**src/core/cur_path_pkg.sv**
```systemverilog
// constants and encodings of the current-channel waveform path
// Functional notes
// - modulator strobe and one bitstream bit every master clock divided by four
// - decimation filter averages the one-bit stream into 20-bit proportional words
// - code equals 1.512 times input over reference times 262144, same on both channels
// - waveform words are signed 20-bit, fastest one per 128 master clocks
// - converter output clamps at 40000h and C0000h, never wraps
// - nominal full-scale input swings the code between D7AE1h and 2851Fh
// - channel-one word multiplied by one plus signed 12-bit gain over 4096
// - gain 7FFh raises output about half, 800h lowers it about half
// - mode bits 14:13 equal to 1,0 route channel-one samples to waveform output
// - power path keeps receiving scaled words while waveform sampling runs
// - mode bits 12:11 pick 27.9k, 14k, 7k or 3.5k samples per second
// - active-low interrupt goes low whenever a new waveform sample is available
// - samples leave in 8-bit units, most significant byte first
// - each 20-bit sample is sign-extended and right-justified into three bytes
package cur_path_pkg;
  // --------------------------------------------------------------
  // widths
  // --------------------------------------------------------------
  localparam int SAMPLE_W = 20;
  localparam int WORD_W = 24;
  localparam int BYTE_W = 8;
  localparam int GAIN_W = 12;
  localparam int GAIN_FRAC = 12;
  // --------------------------------------------------------------
  // timing and decimation
  // --------------------------------------------------------------
  localparam int MOD_DIV = 4;
  localparam logic [1:0] MOD_DIV_LAST = 2'h3;
  localparam int BASE_DECIM = 128;
  localparam int BASE_BITS = BASE_DECIM / MOD_DIV;
  localparam int FULL_SHIFT = 18;
  localparam int BASE_SHIFT = FULL_SHIFT - $clog2(BASE_BITS);
  // --------------------------------------------------------------
  // code limits and mode encodings
  // --------------------------------------------------------------
  localparam logic [SAMPLE_W-1:0] CLAMP_POS = 20'h40000;
  localparam logic [SAMPLE_W-1:0] CLAMP_NEG = 20'hC0000;
  localparam logic [1:0] WAVE_SEL_CH1 = 2'h2;
  localparam logic [1:0] WAVE_SEL_BIT_HI = 2'h1;
  localparam logic [1:0] RATE_FASTEST = 2'h0;
  typedef enum logic [1:0] {
    SER_IDLE = 2'b00,
    SER_BYTE_HI = 2'b01,
    SER_BYTE_MID = 2'b10,
    SER_BYTE_LO = 2'b11
  } ser_state_t;
endpackage

```
**src/core/sample_buffer.sv**
```systemverilog
// small flip-flop buffer with valid/ready on both sides
`timescale 1ns/1ps
module sample_buffer #(
  parameter int WIDTH = 24,
  parameter int DEPTH = 2
) (
  input wire logic core_clk,
  input wire logic rst_n,
  input wire logic in_valid,
  input wire logic [WIDTH-1:0] in_data,
  output logic in_ready,
  output logic out_valid,
  output logic [WIDTH-1:0] out_data,
  input wire logic out_ready
);
  localparam int IW = (DEPTH > 1) ? $clog2(DEPTH) : 1;
  localparam int CW = $clog2(DEPTH + 1);
  localparam logic [IW-1:0] LAST_IDX = IW'(DEPTH - 1);
  localparam logic [CW-1:0] FULL_CNT = CW'(DEPTH);

  if (DEPTH < 2 || WIDTH < 1) begin : g_bad
    $error("sample_buffer needs DEPTH of at least 2");
  end

  logic [WIDTH-1:0] mem [DEPTH];
  logic [IW-1:0] wr_idx;
  logic [IW-1:0] rd_idx;
  logic [CW-1:0] count;

  wire do_wr = in_valid && in_ready;
  wire do_rd = out_valid && out_ready;
  wire [IW-1:0] next_wr_idx = (wr_idx == LAST_IDX) ? '0 : wr_idx + 1'b1;
  wire [IW-1:0] next_rd_idx = (rd_idx == LAST_IDX) ? '0 : rd_idx + 1'b1;

  assign in_ready = (count != FULL_CNT);
  assign out_valid = (count != '0);
  assign out_data = mem[rd_idx];

  always_ff @(posedge core_clk or negedge rst_n) begin
    if (!rst_n) begin
      wr_idx <= '0;
      rd_idx <= '0;
      count <= '0;
    end else begin
      if (do_wr) wr_idx <= next_wr_idx;
      if (do_rd) rd_idx <= next_rd_idx;
      if (do_wr && !do_rd) count <= count + 1'b1;
      else if (do_rd && !do_wr) count <= count - 1'b1;
    end
  end

  always_ff @(posedge core_clk) begin
    if (do_wr) mem[wr_idx] <= in_data;
  end
endmodule // sample_buffer

```
**src/core/current_channel_waveform_path.sv**
```systemverilog
// digital side of the current channel: decimation, gain, waveform output
`timescale 1ns/1ps
module current_channel_waveform_path
  import cur_path_pkg::*;
#(
  parameter int BUF_DEPTH = 2
) (
  input wire logic core_clk,
  input wire logic rst_n,
  input wire logic mod_bit,
  input wire logic [GAIN_W-1:0] power_gain_word,
  input wire logic [1:0] wave_mode_sel,
  input wire logic [1:0] wave_rate_sel,
  input wire logic waveform_sample_enable,
  input wire logic status_read_done,
  input wire logic byte_ready,
  output logic mod_clk_out,
  output logic [SAMPLE_W-1:0] scaled_word,
  output logic scaled_valid,
  output logic [BYTE_W-1:0] byte_data,
  output logic byte_valid,
  output logic irq_n,
  output logic sample_lost
);
  if (BUF_DEPTH < 2) begin : g_bad
    $error("BUF_DEPTH must be at least 2");
  end

  // --------------------------------------------------------------
  // modulator clock
  // --------------------------------------------------------------
  logic [1:0] div_cnt;
  wire mod_tick = (div_cnt == MOD_DIV_LAST);
  wire [1:0] next_div_cnt = div_cnt + 2'h1;

  always_ff @(posedge core_clk or negedge rst_n) begin
    if (!rst_n) begin
      div_cnt <= 2'h0;
      mod_clk_out <= 1'b0;
    end else begin
      div_cnt <= next_div_cnt;
      mod_clk_out <= next_div_cnt[1];
    end
  end

  // --------------------------------------------------------------
  // decimation filter
  // --------------------------------------------------------------
  logic [7:0] bit_cnt;
  logic [8:0] ones;
  logic [1:0] win_rate;
  logic signed [SAMPLE_W-1:0] raw_q;
  logic raw_valid;

  wire [9:0] win_len = 10'(BASE_BITS) << win_rate;
  wire [7:0] win_last = 8'(win_len - 10'h1);
  wire win_end = mod_tick && (bit_cnt == win_last);
  wire [8:0] next_ones = ones + {8'h00, mod_bit};
  // bipolar average: ones minus zeros over the window
  wire signed [10:0] diff = $signed({1'b0, next_ones, 1'b0}) - $signed({1'b0, win_len});
  wire [3:0] code_shift = 4'(BASE_SHIFT) - {2'h0, win_rate};
  // full density maps to 2^18, giving the 262144 scale
  wire signed [SAMPLE_W-1:0] diff_wide = {{(SAMPLE_W-11){diff[10]}}, diff};
  wire signed [SAMPLE_W-1:0] raw_code = diff_wide <<< code_shift;
  wire signed [SAMPLE_W-1:0] pos_lim = CLAMP_POS;
  wire signed [SAMPLE_W-1:0] neg_lim = CLAMP_NEG;
  wire signed [SAMPLE_W-1:0] raw_clamped =
    (raw_code > pos_lim) ? pos_lim : (raw_code < neg_lim) ? neg_lim : raw_code;

  always_ff @(posedge core_clk or negedge rst_n) begin
    if (!rst_n) begin
      bit_cnt <= 8'h00;
      ones <= 9'h000;
      win_rate <= RATE_FASTEST;
      raw_q <= '0;
      raw_valid <= 1'b0;
    end else begin
      raw_valid <= win_end;
      if (win_end) begin
        bit_cnt <= 8'h00;
        ones <= 9'h000;
        win_rate <= wave_rate_sel;
        raw_q <= raw_clamped;
      end else if (mod_tick) begin
        bit_cnt <= bit_cnt + 8'h01;
        ones <= next_ones;
      end
    end
  end

  // --------------------------------------------------------------
  // gain stage
  // --------------------------------------------------------------
  wire signed [GAIN_W-1:0] gain_s = power_gain_word;
  wire signed [SAMPLE_W+GAIN_W-1:0] prod = raw_q * gain_s;
  wire signed [SAMPLE_W+GAIN_W-1:0] prod_frac = prod >>> GAIN_FRAC;
  wire signed [SAMPLE_W+1:0] gain_sum =
    {{2{raw_q[SAMPLE_W-1]}}, raw_q} + 22'(prod_frac);
  wire signed [SAMPLE_W+1:0] pos_lim_w = {2'b00, CLAMP_POS};
  wire signed [SAMPLE_W+1:0] neg_lim_w = {2'b11, CLAMP_NEG};
  wire signed [SAMPLE_W-1:0] gain_clamped =
    (gain_sum > pos_lim_w) ? pos_lim :
    (gain_sum < neg_lim_w) ? neg_lim : SAMPLE_W'(gain_sum);

  always_ff @(posedge core_clk or negedge rst_n) begin
    if (!rst_n) begin
      scaled_word <= '0;
      scaled_valid <= 1'b0;
    end else begin
      scaled_valid <= raw_valid;
      if (raw_valid) scaled_word <= gain_clamped;
    end
  end

  // --------------------------------------------------------------
  // waveform routing and buffer
  // --------------------------------------------------------------
  wire wave_on = (wave_mode_sel == WAVE_SEL_CH1);
  wire push_valid = scaled_valid && wave_on;
  wire [WORD_W-1:0] push_word =
    {{(WORD_W-SAMPLE_W){scaled_word[SAMPLE_W-1]}}, scaled_word};
  wire push_ready;
  wire pop_valid;
  wire [WORD_W-1:0] pop_word;
  ser_state_t ser_state;
  wire pop_ready = (ser_state == SER_IDLE);
  wire pushed = push_valid && push_ready;

  sample_buffer #(
    .WIDTH(WORD_W),
    .DEPTH(BUF_DEPTH)
  ) u_buf (
    .core_clk(core_clk),
    .rst_n(rst_n),
    .in_valid(push_valid),
    .in_data(push_word),
    .in_ready(push_ready),
    .out_valid(pop_valid),
    .out_data(pop_word),
    .out_ready(pop_ready)
  );

  // --------------------------------------------------------------
  // sample announcement
  // --------------------------------------------------------------
  logic pend;
  wire next_pend = pushed || (pend && !status_read_done);

  always_ff @(posedge core_clk or negedge rst_n) begin
    if (!rst_n) begin
      pend <= 1'b0;
      irq_n <= 1'b1;
      sample_lost <= 1'b0;
    end else begin
      pend <= next_pend;
      irq_n <= !(next_pend && waveform_sample_enable);
      sample_lost <= push_valid && !push_ready;
    end
  end

  // --------------------------------------------------------------
  // byte serializer
  // --------------------------------------------------------------
  logic [WORD_W-1:0] ser_word;
  wire byte_taken = byte_valid && byte_ready;

  always_ff @(posedge core_clk or negedge rst_n) begin
    if (!rst_n) begin
      ser_state <= SER_IDLE;
      ser_word <= '0;
      byte_data <= 8'h00;
      byte_valid <= 1'b0;
    end else begin
      case (ser_state)
        SER_IDLE: begin
          if (pop_valid) begin
            ser_word <= pop_word;
            byte_data <= pop_word[23:16];
            byte_valid <= 1'b1;
            ser_state <= SER_BYTE_HI;
          end
        end
        SER_BYTE_HI: begin
          if (byte_taken) begin
            byte_data <= ser_word[15:8];
            ser_state <= SER_BYTE_MID;
          end
        end
        SER_BYTE_MID: begin
          if (byte_taken) begin
            byte_data <= ser_word[7:0];
            ser_state <= SER_BYTE_LO;
          end
        end
        SER_BYTE_LO: begin
          if (byte_taken) begin
            byte_valid <= 1'b0;
            ser_state <= SER_IDLE;
          end
        end
        default: begin
          byte_valid <= 1'b0;
          ser_state <= SER_IDLE;
        end
      endcase
    end
  end
endmodule // current_channel_waveform_path

```
**config.mk**
```make
export PLATFORM = sky130hd
export DESIGN_NAME = current_channel_waveform_path
export DESIGN_NICKNAME = d
export VERILOG_FILES = /design/src/core/cur_path_pkg.sv /design/src/core/sample_buffer.sv /design/src/core/current_channel_waveform_path.sv
export SDC_FILE = /design/constraint.sdc
export NUM_CORES = 1
export LEC_CHECK = 0
export BUFFER_PORTS_ARGS = -buffer_cell sky130_fd_sc_hd__buf_2
export CORE_ASPECT_RATIO = 1.5
export CORE_UTILIZATION = 40
export DETAILED_ROUTE_END_ITERATION = 10
export PLACE_DENSITY_LB_ADDON = 0.25
export SYNTH_ARGS = -nofsm -noshare
export SYNTH_HDL_FRONTEND = slang
export SYNTH_SLANG_ARGS = --single-unit
```
**constraint.sdc**
```tcl
create_clock -name core_clk -period 16.3 [get_ports core_clk]
set_clock_uncertainty 0.2 [all_clocks]
set_input_delay 0.815 -clock core_clk [delete_from_list [all_inputs] [get_ports core_clk]]
set_output_delay 0.815 -clock core_clk [all_outputs]
set_load 0.01 [all_outputs]
```
==> key figures, run 1 <==
Route
  – WL met2: 12900 microns
  – WL met3: 612 microns
  – Top sig layer: met4
  – Met1 WL: 10000 microns
  – DRC violations left: 0
  – Initial DRC count: 316
  – Routed WL: 24000 microns
  – DR WL/cell: 15.4 microns
  – Vias: 7715
  – Initial DRT Pass Iterations: 5
  – Antenna viol nets, final: 0
  – DR vias/cell: 4.95

Clocking
  – CTS clk-pin slew, worst paths: 0.06 ns
  – CTS root buffer: clkbuf_16
  – # Post-CTS Setup Buffers: 0
  – CTS Buffer Depth: 2
  – Num CTS Buffers: 17
  – CTS tree: built
  – Number of gates resized after cts: 0
  – Cts hold-fix bufs: 0
  – H-tree Lvls: 4
  – Clk_lat worst skew: 0.42 ns
  – TritonCTS Sinks: 128

Synth
  – Sequential area share after synthesis: 0.297
  – Ys flop type: dfrtp_1
  – Gate Count Post-Synth: 1165
  – Post-synth top area cell: fa_1
  – Syn_nets: 1399
  – Number of flops mapped to enable cells by yosys: 40
  – Mapped Area: 11500 sq um
  – Synth area leaders: fa_1, dfrtp_1, edfxtp_1, ha_1, inv_1
  – Synth top area share: 0.237
  – Synth cell types: 64
  – Syn avg cell area: 9.84 sq um
  – YS warnings: 0
  – #FFs+latches synth: 128
  – Asr flop ratio synth: 0.688

Global route
  – First-pass GRT wire length: 40400 microns
  – GR Util All Layers: 0.177
  – Maximum number of pins on one net before global-route repair: 54
  – Initial antenna violation count: 0
  – Overflow after GRT: 0
  – Vias in the first global route: 8184

Placed design
  – Gpl congestion: 0.821
  – Port Buffers: 54
  – Post-DP HPWL: 19000 microns
  – Placed cell area: 12000 sq um

Status
  – Status: completed

Floorplanning
  – Die Area: 29400 sq um
  – Chip height: 209 microns
  – Total core area: 28100 sq um
  – Die X: 140 microns
  – Initial Util: 0.409
  – I/O pin total: 55
  – Row cnt: 75

Timing
  – Minimum clock period: 7.92 ns
  – Hold Vio Cnt, Final: 0
  – Max Clk Rate: 126 MHz
  – RSZ-0062 raised after global routing: false
  – Setup TNS: 0 ns
  – Count of pins over their slew limit: 0
  – Slew margin rel.: 0.354
  – Final Cycle Share: 0.486
  – Setup Viol. Count Final: 0
  – Worst Tran Pin Value: 0.968 ns

Layout
  – Share of cells above drive strength 1: 0.105
  – Area Overhead vs Synth: 10.0%
  – Most common cell after layout, fill and taps aside: inv_1
  – Util after Layout: 0.450
  – # nets final: 1433
  – Finished Cell Area: 12600 sq um
  – Antenna Diode Count: 0
  – Most frequent cells in the layout: inv_1, fa_1, nand2_1

Job
  – Max cap viols: 0

Critical path
  – CP Capture Type: flop
  – Worst setup SP type: primary input
  – WS Path Type: in -> reg
  – Worst EP arrival: 7.99 ns
  – CP Max Fanout: 18
  – CP Data Required Time: 16.37 ns

Worst hold path
  – HP Class: in -> async
critical path: stages:
cell	delay (ns)
buf_2	0.29
clkinv_1	0.34
nor2_1	0.26
fa_1	0.46
fa_1	0.52
fa_1	0.52
fa_1	0.54
inv_1	0.06
fa_1	0.52
inv_1	0.04
ha_1	0.37
and2_1	0.21
o21ai_0	0.38
a21boi_0	0.26
nor2b_1	0.19
xnor2_1	0.08
ha_1	0.33
o21ai_0	0.11
nor2_2	0.17
nor3_2	0.08
o31ai_2	0.27
xnor2_1	0.19
mux2i_2	0.29
a2bb2oi_4	0.50
o22ai_1	0.18
flip-flops by register name, summed over array words and instances (netlist names):
signal        count
bit_cnt           8
byte_data         8
byte_valid        1
div_cnt           2
irq_n             1
ones              9
pend              1
raw_q            11
raw_valid         1
sample_lost       1
scaled_valid      1
scaled_word      20
ser_state         2
ser_word         16
u_buf.count       2
u_buf.mem        40
u_buf.rd_idx      1
u_buf.wr_idx      1
win_rate          2
metal layers:
layer,up-vias,GRT usage
met1,3804,0.199
met2,106,0.335
met3,33,0.0258
li1,3772,-
met4,0,0.0618
met5,-,0
kinds of logic after synthesis:
| logic type | after synthesis | share of synthesized area |
|---|---|---|
| and+or+nand+nor | 290 | 0.118 |
| buffers and inverters | 268 | 0.0889 |
| adders and majority gates | 212 | 0.320 |
| AOI/OAI and AO/OA | 180 | 0.105 |
| DFF | 128 | 0.297 |
| xor gates and xnor gates | 56 | 0.0428 |
| muxes | 31 | 0.0280 |
final timing paths:
kind	end	depth (start not counted)	start	slack, ns
setup / recovery	scaled_word[2]	25	power_gain_word[11]	8.38
hold / removal	u_buf.rd_idx	1	rst_n	0.15
setup reg to reg	scaled_word[2]	24	raw_q[19]	8.40
hold reg to reg	div_cnt[0]	1	div_cnt[0]	0.22
max in group asynchronous	raw_q[14]	2	rst_n	14.70
min in group core_clk	div_cnt[0]	1	div_cnt[0]	0.22
cell type report:
class | instances | area [sq um]
Sequential cell | 128 | 3400
Tap cell | 346 | 433
Clock inverter | 15 | 146
Clock buffer | 17 | 425
Fill cell | 2693 | 15400
Multi-Input combinational cell | 769 | 7050
Inverter | 222 | 833
Timing Repair Buffer | 61 | 325
cell usage after synthesis (3+ instances only):
cell      instances
inv_1           220
fa_1            136
nand2_1         131
dfrtp_1          87
ha_1             76
and2_1           50
o21ai_0          49
nor2_1           48
a21oi_1          47
clkbuf_1         41
edfxtp_1         40
xnor2_1          35
mux2i_1          24
xor2_1           21
nand3_1          18
a21o_1           16
o22ai_2          11
nand2b_1          9
o22ai_1           8
nand4_1           7
nor2b_1           7
o21ai_1           7
a211oi_1          6
mux2_2            6
a22o_1            5
nor3_1            5
o21a_1            4
or3_1             4
a22oi_1           3
a31oi_1           3
o21ai_2           3
o32ai_1           3
metrics by stage:
stage / hold slack (ns) / worst slack, ns / std cells
5_1_grt: 0.179 / 7.76 / 1558
3_5_place_dp: 0.219 / 7.93 / 1526
4_1_cts: 0.161 / 8.31 / 1558
3_3_place_gp: 0.219 / 8.12 / 1526
6_report: 0.146 / 8.38 / 1558
2_1_floorplan: 0.198 / 8.69 / 1165
Power of run 1 is left out: the tool's default activity adds up to more than one toggle a clock period on the data nets, which glitch-free logic cannot reach.
==> run 2: changes to the inputs <==
clock period = 6.4 ns   (was 16.3 ns; I/O delays follow)
==> run 2 against run 1 <==
  * The run now ends with negative setup slack left
  * Wire length grew 1.5%
  * Via count up 6.1%
  * Design area grew 11%
  * Die area unchanged
==> key figures, run 2 (same netlist as run 1, synthesis figures left out) <==
Status
  – Status: finished with violations
  – Failing checks: negative setup slack

Floorplanning
  – Chip height: 209 microns
  – I/O pin total: 55
  – Die X: 140 microns
  – Row cnt: 75
  – Die Area: 29400 sq um
  – Total core area: 28100 sq um
  – Initial Util: 0.409

Critical path
  – WS Path Type: reg -> reg
  – Most frequent CP cell: fa_1
  – CP max stage cell: fa_1
  – CP Capture Type: flop
  – CP Max Fanout: 18
  – CP Data Required Time: 6.48 ns
  – Worst EP arrival: 6.89 ns
  – Worst setup SP type: flop
  – Worst reg-to-reg setup slack: -0.41 ns
  – Slowest stage delay, CP: 0.58 ns

Clocking
  – CTS Buffer Depth: 2
  – CTS tree: built
  – Num CTS Buffers: 17
  – H-tree Lvls: 4
  – Clk_lat worst skew: 0.42 ns
  – CTS clk-pin slew, worst paths: 0.06 ns
  – TritonCTS Sinks: 128
  – CTS root buffer: clkbuf_16

Timing
  – RSZ-0062 raised after global routing: true
  – Hold Vio Cnt, Final: 0
  – Minimum clock period: 6.81 ns
  – Fin Hold WS: 0.0929 ns
  – Worst Tran Pin Value: 0.939 ns
  – Count of pins over their slew limit: 0
  – Slew margin rel.: 0.374
  – Final worst slack: -0.414 ns
  – Max Clk Rate: 147 MHz
  – Setup TNS: -7.42 ns
  – Final Cycle Share: 1.06
  – Setup Viol. Count Final: 20

Global route
  – First-pass GRT wire length: 42300 microns
  – Overflow after GRT: 0
  – Initial antenna violation count: 0
  – GR Util All Layers: 0.182
  – Maximum number of pins on one net before global-route repair: 55
  – Vias in the first global route: 8916

Route
  – Routed WL: 24400 microns
  – DR WL/cell: 14.3 microns
  – Antenna viol nets, final: 0
  – Initial DRT Pass Iterations: 4
  – DRC violations left: 0
  – Vias: 8189
  – DR vias/cell: 4.82
  – Initial DRC count: 222

Layout
  – Most common cell after layout, fill and taps aside: inv_1
  – Antenna Diode Count: 0
  – Share of cells above drive strength 1: 0.232
  – Area occupied by multi-input gates: 7290 sq um
  – Area Overhead vs Synth: 22.1%
  – Most flop-heavy register: u_buf.mem
  – Reg area: 3420 sq um
  – Filler cells: 2639
  – Largest register FFs: 40
  – Finished Cell Area: 14000 sq um
  – # nets final: 1575
  – Most frequent cells in the layout: inv_1, buf_4, fa_1
  – Top flop regs: u_buf.mem x40, scaled_word x20, ser_word x16

Placed design
  – Pre-CTS WS: -0.777 ns
  – Port Buffers: 54
  – Gpl congestion: 0.833
  – Post-DP HPWL: 20100 microns
  – Placed cell area: 13100 sq um

Job
  – Max cap viols: 0

Worst hold path
  – HP Class: in -> reg
==> run 2: critical path, delay by kind of cell (launching register included) <==
kind                       cells  cell delay, ns
adders and majority gates      7            3.13
AOI/OAI and AO/OA              9            1.37
and+or+nand+nor                4            0.62
DFF                            1            0.44
buffers and inverters          5            0.36
muxes                          1            0.29
xor gates and xnor gates       2            0.26
==> run 2: path summary, 6_finish.rpt <==
kind / start / to / cells after the start
max in group asynchronous: rst_n / raw_q[13] / 3
hold / removal: byte_ready / byte_valid / 4
setup / recovery: raw_q[11] / scaled_word[13] / 28
setup reg to reg: raw_q[11] / scaled_word[13] / 28
min in group asynchronous: rst_n / ser_word[2] / 2
hold reg to reg: div_cnt[0] / div_cnt[0] / 1
==> run 2: area by class of cell <==
type | count | share of cell area
Sequential cell | 128 | 0.244
Clock inverter | 14 | 0.0114
Clock buffer | 18 | 0.0307
Inverter | 222 | 0.0595
Tap cell | 346 | 0.0309
Timing Repair Buffer | 203 | 0.103
Multi-Input combinational cell | 769 | 0.521
==> run 2: timing repair <==
item                       4_1_cts  5_1_grt
setup buffers                    6        5
pin swaps                        8       13
gates resized for setup         19       28
setup endpoints to repair       20       20
hold endpoints to repair        39        0
hold buffers                     8        0
==> run 2: through the flow <==
| step | utilization | std cells |
|---|---|---|
| final | 0.499 | 1700 |
| after detailed placement | 0.466 | 1649 |
| after CTS | 0.493 | 1695 |
| after floorplan | - | 1165 |
| after global placement | 0.466 | 1649 |
| after global routing | 0.499 | 1700 |
==> run 2: metal layers <==
metal / vias up / wire, microns / GRT usage
li1: 4052 / - / -
met1: 3991 / 10000 / 0.205
met2: 113 / 13200 / 0.347
met3: 33 / 585 / 0.0249
met4: 0 / 563 / 0.0667
met5: - / 0 / 0
Power of run 2 is left out for the same reason.
